## config.mk

```make
export PLATFORM = sky130hd
export DESIGN_NAME = pcg_top
export DESIGN_NICKNAME = d
export VERILOG_FILES = /design/src/verilog/pcg_gate_reg.v /design/src/verilog/pcg_top.v /design/src/verilog/pcg_unit_guard.v
export VERILOG_INCLUDE_DIRS = /design/src /design/src/verilog
export SDC_FILE = /design/constraint.sdc
export NUM_CORES = 1
export LEC_CHECK = 0
export BUFFER_PORTS_ARGS = -buffer_cell sky130_fd_sc_hd__buf_2
export CORE_MARGIN = 10
export CORE_UTILIZATION = 58
export CTS_BUF_LIST = sky130_fd_sc_hd__clkbuf_8
export CTS_CLUSTER_DIAMETER = 120
export DETAILED_ROUTE_END_ITERATION = 10
export PLACE_DENSITY_LB_ADDON = 0.15
export SLEW_MARGIN = 20
export SYNTH_ARGS = -nofsm -noshare
export SYNTH_HDL_FRONTEND = slang
export SYNTH_HIERARCHICAL = 1
export SYNTH_SLANG_ARGS = --single-unit
export TNS_END_PERCENT = 1
```

## constraint.sdc

```tcl
create_clock -name pclk -period 2.31 [get_ports pclk]
set_clock_uncertainty 0.1 [all_clocks]
set_input_delay 0.1155 -clock pclk [delete_from_list [all_inputs] [get_ports pclk]]
set_output_delay 0.1155 -clock pclk [all_outputs]
set_load 0.01 [all_outputs]
```

## src/verilog/pcg_consts.vh

```
// Purpose: constants for the peripheral clock gating block
// Assumes: APB byte addressing, 32-bit data
// Notes: definitions only
`ifndef PCG_CONSTS_VH
`define PCG_CONSTS_VH

// ****************************************
// Register offsets
// ****************************************
`define PCG_SYSCTL_BASE 32'h400FE000
`define PCG_OFF_RUN_GATE 12'h100
`define PCG_OFF_SLEEP_GATE 12'h110
`define PCG_OFF_DSLEEP_GATE 12'h120
`define PCG_OFF_RUN_CFG 12'h060
`define PCG_OFF_MODE 12'h1F0

// ****************************************
// Field positions
// ****************************************
`define PCG_BIT_CAN_ZERO 24
`define PCG_BIT_PWM 20
`define PCG_BIT_ADC 16
`define PCG_BIT_HIBERNATE 6
`define PCG_BIT_WATCHDOG 3
`define PCG_RATE_HI 9
`define PCG_RATE_LO 8
`define PCG_BIT_AUTO 27
`define PCG_GATE_MASK 32'h01110348
`define PCG_CFG_MASK 32'h08000000

// ****************************************
// Reset values and codes
// ****************************************
`define PCG_GATE_RESET 32'h00000040
`define PCG_CFG_RESET 32'h00000000
`define PCG_RATE_125K 2'h0
`define PCG_RATE_250K 2'h1
`define PCG_RATE_500K 2'h2
`define PCG_MODE_RUN 2'h0
`define PCG_MODE_SLEEP 2'h1
`define PCG_MODE_DSLEEP 2'h2
`define PCG_UNITS 5

`endif

```

## src/verilog/pcg_gate_reg.v

```verilog
// Purpose: one clock gating register with masked writable bits
// Assumes: write strobe is one cycle
// Notes: reserved bits read as zero
`timescale 1ns/100ps
`default_nettype none
`include "pcg_consts.vh"
module pcg_gate_reg #(
   parameter [31:0] RESET_VAL = `PCG_GATE_RESET,
   parameter [31:0] WR_MASK = `PCG_GATE_MASK,
   parameter [1:0] MAX_RATE = `PCG_RATE_500K
) (
   input wire pclk, // Clock
   input wire presetn, // Async reset, low
   input wire wr_en, // Write strobe
   input wire [31:0] wdata, // Write data
   output wire [31:0] value // Stored value
);
   reg [31:0] value_q;
   reg [31:0] value_d;
   reg [1:0] rate;

   // ****************************************
   // Next value
   // ****************************************
   // Masked write with rate clamp
   always @* begin
      value_d = wdata & WR_MASK;
      rate = wdata[`PCG_RATE_HI:`PCG_RATE_LO];
      // RULE10 clamp to maximum
      if (rate > MAX_RATE) begin
         rate = MAX_RATE;
      end
      value_d[`PCG_RATE_HI:`PCG_RATE_LO] = rate & WR_MASK[`PCG_RATE_HI:`PCG_RATE_LO];
   end

   // Storage
   always @(posedge pclk or negedge presetn) begin
      // RULE7 gates reset to RESET_VAL, 0x40 leaves hibernation on
      if (!presetn) begin
         value_q <= RESET_VAL;
      end else if (wr_en) begin
         value_q <= value_d;
      end
   end

   // RULE13 reserved read zero
   assign value = value_q & WR_MASK;
endmodule
`default_nettype wire

```

## src/verilog/pcg_top.v

```verilog
// Purpose: peripheral clock gating registers and unit enables
// Assumes: APB slave, pclk 20 MHz, unit accesses flagged by system bus
// Notes: effective gates follow run/sleep/deep-sleep state
//    one access cycle per transfer, no wait states
//    gate, rate and fault outputs lag their inputs by one cycle
//    status word at 0x1F0 is read-only, writes get an error
//
// Operation
// RULE1 - bit 24 clocks CAN unit zero
// RULE2 - bit 20 clocks PWM module
// RULE3 - bit 16 clocks converter zero
// RULE4 - bit 6 clocks hibernation module
// RULE5 - bit 3 clocks watchdog
// RULE6 - access to gated unit gives fault
// RULE7 - gate bits reset to zero unless stated
// RULE8 - sleep register resets to 0x40
// RULE9 - bits 9:8 select converter rate
// RULE10 - rate never exceeds part maximum
// RULE11 - run, sleep, deep-sleep registers same layout
// RULE12 - sleep registers need automatic gating bit
// RULE13 - reserved bits read zero
// RULE14 - sleep register at offset 0x110
// RULE15 - run register at 0x100, reset 0x40
// RULE16 - without automatic gating, run settings apply
//
// The APB slave port was left to the implementer.
`timescale 1ns/100ps
`default_nettype none
`include "pcg_consts.vh"
module pcg_top #(
   parameter [1:0] MAX_RATE = `PCG_RATE_500K
) (
   input wire pclk, // Clock
   input wire presetn, // Async reset, low
   input wire psel, // APB select
   input wire penable, // APB enable
   input wire pwrite, // APB direction
   input wire [11:0] paddr, // APB byte address
   input wire [31:0] pwdata, // APB write data
   output reg [31:0] prdata, // APB read data
   output reg pready, // APB ready
   output reg pslverr, // APB error
   input wire [1:0] power_mode, // 0 run, 1 sleep, 2 deep sleep
   input wire [4:0] unit_access, // Access strobes: can,pwm,adc,hibernate,watchdog
   output reg can_unit_zero_gate, // CAN clock enable
   output reg pwm_gate, // PWM clock enable
   output reg adc_gate, // Converter clock enable
   output reg hibernation_gate, // Hibernation clock enable
   output reg watchdog_gate, // Watchdog clock enable
   output reg [1:0] converter_rate_select, // Effective rate code
   output reg unit_bus_fault // Fault on gated access
);
   wire [31:0] run_val;
   wire [31:0] sleep_val;
   wire [31:0] dsleep_val;
   wire [31:0] cfg_val;
   wire [4:0] fault_vec;
   reg [31:0] eff_gate;
   reg [4:0] eff_vec;
   reg [31:0] rdata_d;
   reg rd_err;
   wire access;
   wire wr_run;
   wire wr_sleep;
   wire wr_dsleep;
   wire wr_cfg;
   wire auto_gating_select;
   wire setup;
   wire hit_run;
   wire hit_sleep;
   wire hit_dsleep;
   wire hit_cfg;
   wire hit_mode;

   // ****************************************
   // APB decode
   // ****************************************
   // Setup phase of a transfer
   assign setup = psel & ~penable;
   // Access phase qualifies writes
   assign access = psel & penable & pready;
   // Register hits on the address
   // RULE15 run offset hit
   assign hit_run = (paddr == `PCG_OFF_RUN_GATE);
   // RULE14 sleep offset hit
   assign hit_sleep = (paddr == `PCG_OFF_SLEEP_GATE);
   assign hit_dsleep = (paddr == `PCG_OFF_DSLEEP_GATE);
   assign hit_cfg = (paddr == `PCG_OFF_RUN_CFG);
   assign hit_mode = (paddr == `PCG_OFF_MODE);

   // Write strobes, one per register
   // RULE15 run register write
   assign wr_run = access & pwrite & hit_run;
   // RULE14 sleep register write
   assign wr_sleep = access & pwrite & hit_sleep;
   assign wr_dsleep = access & pwrite & hit_dsleep;
   assign wr_cfg = access & pwrite & hit_cfg;

   // ****************************************
   // Registers
   // ****************************************
   // RULE11 three same-layout registers
   // RULE15 run reset value
   pcg_gate_reg #(
      .RESET_VAL(`PCG_GATE_RESET),
      .WR_MASK(`PCG_GATE_MASK),
      .MAX_RATE(MAX_RATE)
   ) u_run (
      .pclk(pclk),
      .presetn(presetn),
      .wr_en(wr_run),
      .wdata(pwdata),
      .value(run_val)
   );

   // RULE8 sleep reset value
   pcg_gate_reg #(
      .RESET_VAL(`PCG_GATE_RESET),
      .WR_MASK(`PCG_GATE_MASK),
      .MAX_RATE(MAX_RATE)
   ) u_sleep (
      .pclk(pclk),
      .presetn(presetn),
      .wr_en(wr_sleep),
      .wdata(pwdata),
      .value(sleep_val)
   );

   pcg_gate_reg #(
      .RESET_VAL(`PCG_GATE_RESET),
      .WR_MASK(`PCG_GATE_MASK),
      .MAX_RATE(MAX_RATE)
   ) u_dsleep (
      .pclk(pclk),
      .presetn(presetn),
      .wr_en(wr_dsleep),
      .wdata(pwdata),
      .value(dsleep_val)
   );

   // Configuration register with automatic gating bit
   pcg_gate_reg #(
      .RESET_VAL(`PCG_CFG_RESET),
      .WR_MASK(`PCG_CFG_MASK),
      .MAX_RATE(2'h3)
   ) u_cfg (
      .pclk(pclk),
      .presetn(presetn),
      .wr_en(wr_cfg),
      .wdata(pwdata),
      .value(cfg_val)
   );

   assign auto_gating_select = cfg_val[`PCG_BIT_AUTO];

   // ****************************************
   // Effective gate selection
   // ****************************************
   // Pick register for current power mode
   always @* begin
      eff_gate = run_val;
      // RULE12 sleep sets need auto bit
      if (auto_gating_select) begin
         case (power_mode)
            `PCG_MODE_SLEEP: begin
               eff_gate = sleep_val;
            end
            `PCG_MODE_DSLEEP: begin
               eff_gate = dsleep_val;
            end
            default: begin
               eff_gate = run_val;
            end
         endcase
      end
      // RULE16 run settings otherwise
      eff_vec = {eff_gate[`PCG_BIT_CAN_ZERO], eff_gate[`PCG_BIT_PWM], eff_gate[`PCG_BIT_ADC],
                 eff_gate[`PCG_BIT_HIBERNATE], eff_gate[`PCG_BIT_WATCHDOG]};
   end

   // ****************************************
   // Fault checks
   // ****************************************
   // RULE6 CAN access check
   pcg_unit_guard u_guard_can (
      .enable(eff_vec[4]),
      .unit_sel(unit_access[4]),
      .fault(fault_vec[4])
   );

   // RULE6 PWM access check
   pcg_unit_guard u_guard_pwm (
      .enable(eff_vec[3]),
      .unit_sel(unit_access[3]),
      .fault(fault_vec[3])
   );

   // RULE6 converter access check
   pcg_unit_guard u_guard_adc (
      .enable(eff_vec[2]),
      .unit_sel(unit_access[2]),
      .fault(fault_vec[2])
   );

   // RULE6 hibernation access check
   pcg_unit_guard u_guard_hibernate (
      .enable(eff_vec[1]),
      .unit_sel(unit_access[1]),
      .fault(fault_vec[1])
   );

   // RULE6 watchdog access check
   pcg_unit_guard u_guard_watchdog (
      .enable(eff_vec[0]),
      .unit_sel(unit_access[0]),
      .fault(fault_vec[0])
   );

   // ****************************************
   // Read mux
   // ****************************************
   // Read data and unmapped address error
   always @* begin
      rd_err = 1'b0;
      case (paddr)
         `PCG_OFF_RUN_GATE: begin
            rdata_d = run_val;
         end
         `PCG_OFF_SLEEP_GATE: begin
            rdata_d = sleep_val;
         end
         `PCG_OFF_DSLEEP_GATE: begin
            rdata_d = dsleep_val;
         end
         `PCG_OFF_RUN_CFG: begin
            rdata_d = cfg_val;
         end
         // Status word carries the effective gates
         `PCG_OFF_MODE: begin
            rdata_d = {27'h0, eff_vec};
         end
         default: begin
            rdata_d = 32'h00000000;
            rd_err = 1'b1;
         end
      endcase
   end

   // ****************************************
   // APB response
   // ****************************************
   // Ready one cycle after setup, registered data
   always @(posedge pclk or negedge presetn) begin
      if (!presetn) begin
         pready <= 1'b0;
         prdata <= 32'h00000000;
         pslverr <= 1'b0;
      end else begin
         pready <= setup;
         if (setup) begin
            prdata <= pwrite ? 32'h00000000 : rdata_d;
            pslverr <= rd_err | (pwrite & hit_mode);
         end else begin
            pslverr <= 1'b0;
         end
      end
   end

   // ****************************************
   // Unit outputs
   // ****************************************
   // Registered clock enables
   always @(posedge pclk or negedge presetn) begin
      if (!presetn) begin
         can_unit_zero_gate <= 1'b0;
         pwm_gate <= 1'b0;
         adc_gate <= 1'b0;
         // Hibernation on, as in the 0x40 reset value
         hibernation_gate <= 1'b1;
         watchdog_gate <= 1'b0;
      end else begin
         // RULE1 CAN gate
         can_unit_zero_gate <= eff_vec[4];
         // RULE2 PWM gate
         pwm_gate <= eff_vec[3];
         // RULE3 converter gate
         adc_gate <= eff_vec[2];
         // RULE4 hibernation gate
         hibernation_gate <= eff_vec[1];
         // RULE5 watchdog gate
         watchdog_gate <= eff_vec[0];
      end
   end

   // Registered rate code and fault pulse
   always @(posedge pclk or negedge presetn) begin
      if (!presetn) begin
         converter_rate_select <= `PCG_RATE_125K;
         unit_bus_fault <= 1'b0;
      end else begin
         // RULE9 rate field
         converter_rate_select <= eff_gate[`PCG_RATE_HI:`PCG_RATE_LO];
         // RULE6 fault pulse
         unit_bus_fault <= |fault_vec;
      end
   end
endmodule
`default_nettype wire

```

## src/verilog/pcg_unit_guard.v

```verilog
// Purpose: gate enable and access fault check for one unit
// Assumes: select is one cycle wide per access attempt
// Notes: output is registered in the top
`timescale 1ns/100ps
`default_nettype none
module pcg_unit_guard (
   input wire enable, // Effective gate bit
   input wire unit_sel, // Access aimed at unit
   output wire fault // Access to gated unit
);
   // RULE6 gated unit faults
   assign fault = unit_sel & ~enable;
endmodule
`default_nettype wire
```

== Yosys cells after proc, flatten, opt, wreduce, memory -nomap -nowiden ==
Index checks and enable logic that the tools add are counted.
Widths: inputs -> output; s select.

* Magnitude comparators: 1
* Eq/ne operators: 7
* Muxes and demuxes: 7
* Bitwise operators: 21
* Reduce and logical (&&, ||, !) cells: 2

{| class="wikitable"
|+ Operators by type and width
! cell !! count
|-
| $pmux 28 s5 || 1
|-
| $pmux 25 s2 || 1
|-
| $eq 12x9->1 const B || 4
|-
| $mux 32 || 1
|-
| $mux 25 || 1
|-
| $and 1x1->1 || 14
|-
| $eq 12x7->1 const B || 1
|-
| $reduce_or 5->1 || 2
|-
| $not 1->1 || 6
|-
| $eq 2x1->1 const B || 1
|-
| $eq 2x2->1 const B || 1
|-
| $gt 2x2->1 const B || 1
|-
| $mux 1 || 2
|-
| $mux 2 || 1
|-
| $or 1x1->1 || 1
|}

* Register bits: 64
* Logic and storage cells: 52

== Depth between registers and ports, before layout ==
* Depth in word-level cells: 6
* Depth in mapped cells: 9
* Gate-level depth less buffers: 7

== Cells and area by module ==
The synthesis kept the hierarchy.

{| class="wikitable"
|+ By module, submodules not included
! module !! times used !! cells each !! area an instance (sq um) !! seq. area each (sq um)
|-
| pcg_top || 1 || 284 || 2869.0 || 1052.3
|-
| pcg_gate_reg at u_dsleep ... || 3 || 43 || 485.5 || 176.4
|-
| pcg_gate_reg at u_cfg || 1 || 34 || 276.5 || 25.0
|-
| pcg_unit_guard || 5 || 1 || 13.8 || 0.0
|}

== Least setup slack after synthesis ==
OpenSTA, ideal clock, no wires.

* Path type: input to register
* From: input paddr[3]
* To: register u_run.value_q[16]
* Library setup time: 0.125 ns
* Arrival time: 1.991 ns
* Data required time: 2.085 ns
* Path slack: 0.094 ns
* Stages: 8
* Buffers on the path: 3
* Cells stage by stage: nor4b_4 and2_1 clkbuf_1 clkbuf_1 nand2_1 nor4_1 buf_6 mux2_4

* Cells in the longest elaborated chain, start to end: 2

{| class="wikitable"
|+ RTL lines
! element !! RTL line !! source
|-
| start, declared || pcg_top.v:38 || <nowiki>input wire [11:0] paddr,</nowiki>
|-
| $eq 12x9->1 || -- ||
|-
| $and 1x1->1 || pcg_top.v:93 || <nowiki>assign wr_run = access & pwrite & hit_run;</nowiki>
|-
| named net wr_run || pcg_top.v:63 || <nowiki>wire wr_run;</nowiki>
|-
| end signal, assigned || pcg_gate_reg.v:42 || <nowiki>value_q <= value_d;</nowiki>
|-
| end, declared || pcg_gate_reg.v:18 || <nowiki>reg [31:0] value_q;</nowiki>
|}

The timed path passes the listed nets, and every way through them passes these cells.
A chain may end at the register's enable or synchronous reset.

== Worst setup path in the final report ==
* From: register u_cfg.value_q[27]
* To: register unit_bus_fault

* Cells in the longest elaborated chain, start to end: 4

{| class="wikitable"
|+ RTL lines
! element !! RTL line !! source
|-
| start, declared || pcg_gate_reg.v:18 ||
|-
| start signal, assigned || pcg_gate_reg.v:42 ||
|-
| $mux 25 || pcg_top.v:163 || <nowiki>if (auto_gating_select) begin</nowiki>
|-
| named net eff_gate[24] || pcg_top.v:58 || <nowiki>reg [31:0] eff_gate;</nowiki>
|-
| $not 1->1 || pcg_unit_guard.v:12 || <nowiki>assign fault = unit_sel & ~enable;</nowiki>
|-
| $and 1x1->1 || pcg_unit_guard.v:12 ||
|-
| named net fault_vec[4] || pcg_top.v:57 || <nowiki>wire [4:0] fault_vec;</nowiki>
|-
| $reduce_or 5->1 || pcg_top.v:304 || <nowiki>unit_bus_fault <= |fault_vec;</nowiki>
|-
| end signal, assigned || pcg_top.v:304 ||
|-
| end, declared || pcg_top.v:51 || <nowiki>output reg unit_bus_fault</nowiki>
|}

The timed path passes the listed nets, and every way through them passes these cells.

==> results.py <==
metrics = {
    "outcome": {
        "outcome": "finished clean",
    },
    "clocking": {
        "cts-root-buf": "sky130_fd_sc_hd__clkbuf_8",
        "cts_made_buffers": 9,
        "path_clk_slew_ns": 0.07,
        "clkLatencyLatePin_ns": 0.35,
        "clock_tree.htree_level_count": 3,
        "cts_tree": "yes",
        "cts_sinks": 64,
        "setup_fix_bufs_post_cts": 0,
        "max_clock_buf_depth": 2,
    },
    "drt": {
        "drtAntennaViolNets": 0,
        "first_pass_iters": 4,
        "drt_first_iter_violations": 99,
        "vias": 3327,
        "drc": 0,
        "drt-vias-per-instance": 5.150,
        "avgRoutedWirePerCell_um": 15.86,
        "routed_wirelength_um": 10240,
    },
    "synthesis": {
        "yosys_warnings": 6,
        "synthAdderAreaFrac_pct": 0.5358,
        "syn-instance-count": 452,
        "synth.lib_cells_used.distinct": 46,
        "synth-compound-area-share_pct": 20.79,
        "synth_sequential_area_ratio_pct": 34.40,
        "synth-xor-area-share_pct": 0,
        "post_synth_mux_area_share_pct": 13.21,
        "ys_async_sr_fraction_pct": 100.0,
        "ys_ff_latch": 64,
        "netlist_area_um2": 4671,
        "post_synth_and_or_nand_nor_area_fraction_pct": 9.295,
        "postSynth.topFlopCell": "sky130_fd_sc_hd__dfrtp_1",
        "synth.avg_cell_area_um2": 10.33,
        "number_of_enable_type_register_cells_in_the_synthesized_netlist": 0,
        "dominant_combinational_cell_family_by_area_after_synthesis": "buffers and inverters",
    },
    "power": {
        "worst_ir_drop_vdd_mv": 0.2349,
        "pwr_density_cell_nw_per_um2": 485.9,
        "p_comb_share_pct": 11.6,
        "p_sw_share_pct": 25.79,
        "internal_power_mw": 1.858,
        "power.sequential.fraction_pct": 45.3,
        "switching_power_summed_over_all_nets_uw": 645.8,
        "p_clk_share_pct": 43.1,
        "cellLeakagePower_nw": 2.635,
    },
    "grt": {
        "antenna_violations_before_repair": 0,
        "grt_util_met2_pct": 29.34,
        "grtUsageMet3_pct": 3.160,
        "grt_max_degree": 29,
        "grt_pass1_wl_um": 16840,
        "globalRoute.busiestLayer": "met2",
        "gr-usage-all-layers_pct": 17.49,
        "grt-ovfl-total": 0,
        "grt_util_met1_pct": 21.98,
        "grt_pass1_vias": 3319,
    },
    "cells_and_area": {
        "mostFrequentLayoutCell": "sky130_fd_sc_hd__conb_1",
        "fillers": 651,
        "nNetsFinal": 597,
        "instances_no_fill": 646,
        "number_of_antenna_repair_diodes": 0,
        "final_layout_size_suffix_gt1_share_pct": 30.33,
        "area_growth_pct": 10.34,
        "layout_common_cells": "106 x sky130_fd_sc_hd__conb_1, 73 x sky130_fd_sc_hd__buf_2, 60 x sky130_fd_sc_hd__dfrtp_1",
    },
    "sta": {
        "period_share_pct": 94.87,
        "max-slew-margin-rel_pct": 66.78,
        "final.min_clock_period_ns": 2.191,
        "finalHoldViolCount": 0,
        "drv_slew": 0,
        "final_setup_violating_endpoints": 0,
        "achievable-frequency_mhz": 456.3,
        "setup-tns-final_ns": 0,
        "rsz_0062_raised_after_global_routing": "no",
        "worst_slew_pin_slew_ns": 0.4845,
    },
    "worst_setup_path": {
        "setup.worst_path.class": "reg -> reg",
        "critical_path.endpoint_type": "register",
        "crit_path_max_fanout": 9,
        "critPathSlowestCell": "sky130_fd_sc_hd__dlygate4sd3_1",
        "timing.critical_path.required_ns": 2.44,
        "crit_path_start_kind": "register",
        "worst_path_dominant_cell_family": "buffers and inverters",
        "worst-endpoint-arrival_ns": 2.32,
        "critical_path.cell_chain": "nor2b_1 > buf_4 > mux2i_1 > nor2b_4 > nor2_1 > dlygate4sd3_1 > nand2_1",
        "worst-path-buf-inv": 2,
        "critPathMaxStageDelay_ns": 0.56,
    },
    "floorplan": {
        "dieHeight_um": 109.7,
        "floorplan.initialDensity_pct": 60.13,
        "std_cell_rows": 32,
        "core_area_um2": 7767,
        "io_pins": 98,
        "die_x_um": 109.7,
        "die_area_um2": 12040,
    },
    "placement": {
        "gp_congestion": 0.8029,
        "numPortBuffers": 73,
        "place_hpwl_um": 7350,
        "post-place-cells": 618,
    },
    "job": {
        "cap_violations": 0,
    },
    "min_path": {
        "type_of_the_worst_min_delay_path": "in -> reg",
    },
}
==> state kept, by name, indices dropped and copies added (netlist names), 2 cells and up <==
register	count
converter_rate_select	2
prdata	32
u_dsleep/value_q	7
u_run/value_q	7
u_sleep/value_q	7
==> cells by family (layout without fill, tap and decap cells) <==
group	count (synthesis)	after routing
and+or+nand+nor	62	62
adders and majority gates	2	2
other	4	106
AOI/OAI and AO/OA	118	118
DFF	64	64
muxes	52	52
buffers and inverters	150	140
==> cells in the mapped netlist, types with 4 or more instances <==
| cell | count | area (um2) |
|---|---|---|
| sky130_fd_sc_hd__buf_6 | 5 | 56.30 |
| sky130_fd_sc_hd__a22o_2 | 15 | 150.1 |
| sky130_fd_sc_hd__a21oi_1 | 14 | 70.07 |
| sky130_fd_sc_hd__and2_0 | 4 | 25.02 |
| sky130_fd_sc_hd__inv_1 | 15 | 56.30 |
| sky130_fd_sc_hd__o211ai_1 | 4 | 30.03 |
| sky130_fd_sc_hd__clkbuf_1 | 20 | 75.07 |
| sky130_fd_sc_hd__nor2b_4 | 5 | 68.82 |
| sky130_fd_sc_hd__nor2_1 | 10 | 37.54 |
| sky130_fd_sc_hd__mux2i_1 | 32 | 320.3 |
| sky130_fd_sc_hd__dfrtp_1 | 60 | 1501 |
| sky130_fd_sc_hd__nand3_1 | 6 | 30.03 |
| sky130_fd_sc_hd__nand2_1 | 5 | 18.77 |
| sky130_fd_sc_hd__conb_1 | 4 | 15.01 |
| sky130_fd_sc_hd__nor4_1 | 4 | 25.02 |
| sky130_fd_sc_hd__o21ai_0 | 7 | 35.03 |
| sky130_fd_sc_hd__o221ai_1 | 4 | 35.03 |
| sky130_fd_sc_hd__and3b_1 | 8 | 70.07 |
| sky130_fd_sc_hd__mux2_4 | 19 | 285.3 |
| sky130_fd_sc_hd__buf_4 | 106 | 795.8 |
| sky130_fd_sc_hd__a22o_1 | 36 | 315.3 |
| sky130_fd_sc_hd__a31oi_1 | 4 | 25.02 |
| sky130_fd_sc_hd__dfstp_2 | 4 | 105.1 |
| sky130_fd_sc_hd__a22oi_1 | 6 | 45.04 |
| sky130_fd_sc_hd__o2bb2ai_1 | 24 | 210.2 |
==> cell type report <==
type                       count  area (um2)  area share (%)
sequential                    64        1607           31.17
tap                          102       127.6           2.476
clock buffer                   9       123.9           2.404
multi-input combinational    340        2464           47.80
inverter                      15       56.30           1.092
clock inverter                 7       97.59           1.894
timing repair buffer         109       678.2           13.16
==> metal layers <==
layer  wire [um]  vias to the layer above
li1            -                     1608
met3         588                       14
met5           0                        -
met2        5071                       79
met1        4419                     1626
met4         164                        0
==> worst register-to-register path, cell delays in order, from the launching register on <==
cell,delay [ns]
sky130_fd_sc_hd__dfrtp_1,0.39
sky130_fd_sc_hd__nor2b_1,0.14
sky130_fd_sc_hd__buf_4,0.20
sky130_fd_sc_hd__mux2i_1,0.47
sky130_fd_sc_hd__nor2b_4,0.06
sky130_fd_sc_hd__nor2_1,0.10
sky130_fd_sc_hd__dlygate4sd3_1,0.56
sky130_fd_sc_hd__nand2_1,0.05
==> timing repair <==
| item | CTS | global route |
|---|---|---|
| hold endpoints to repair | 84 | 0 |
| hold buffers | 12 | 0 |
| endpoints found under the setup margin | 0 | 1 |
| gates resized for setup | 0 | 1 |
==> power by group through the flow <==
stage                     combinational, mW  sequential [mW]  clock, mW
after floorplan                       0.284             1.16          0
after global placement                0.263             1.16          0
after detailed placement              0.269             1.16          0
after CTS                             0.285             1.13       1.09
after global routing                  0.329             1.14       1.14
final                                 0.292             1.13       1.08
==> path summary, 6_finish.rpt <==
kind / startpoint / end / slack, ns / cells past startpoint
setup / recovery: u_cfg/value_q[27] / unit_bus_fault / 0.12 / 7
hold / removal: unit_access[3] / unit_bus_fault / 0.02 / 4
setup reg to reg: u_cfg/value_q[27] / unit_bus_fault / 0.12 / 7
hold reg to reg: prdata[29] / prdata[29] / 0.40 / 1
max in group asynchronous: presetn / u_dsleep/value_q[6] / 1.33 / 3
min in group asynchronous: presetn / u_sleep/value_q[9] / 0.08 / 2
==> stage by stage <==
stage | hold WS (ns) | total power [mW] | area [um2] | worst slack (ns) | util (%)
2_1_floorplan | -0.2801 | 1.444 | 5054 | 0.09371 | -
3_3_place_gp | -0.07999 | 1.419 | 4808 | 0.1992 | 61.90
3_5_place_dp | -0.07729 | 1.425 | 4808 | 0.1738 | 61.90
4_1_cts | 0.01142 | 2.514 | 5150 | 0.09362 | 66.30
5_1_grt | 0.03148 | 2.603 | 5154 | 0.02155 | 66.35
6_report | 0.01723 | 2.504 | 5154 | 0.1186 | 66.35
No activity file was read; power rests on OpenSTA's default activity.
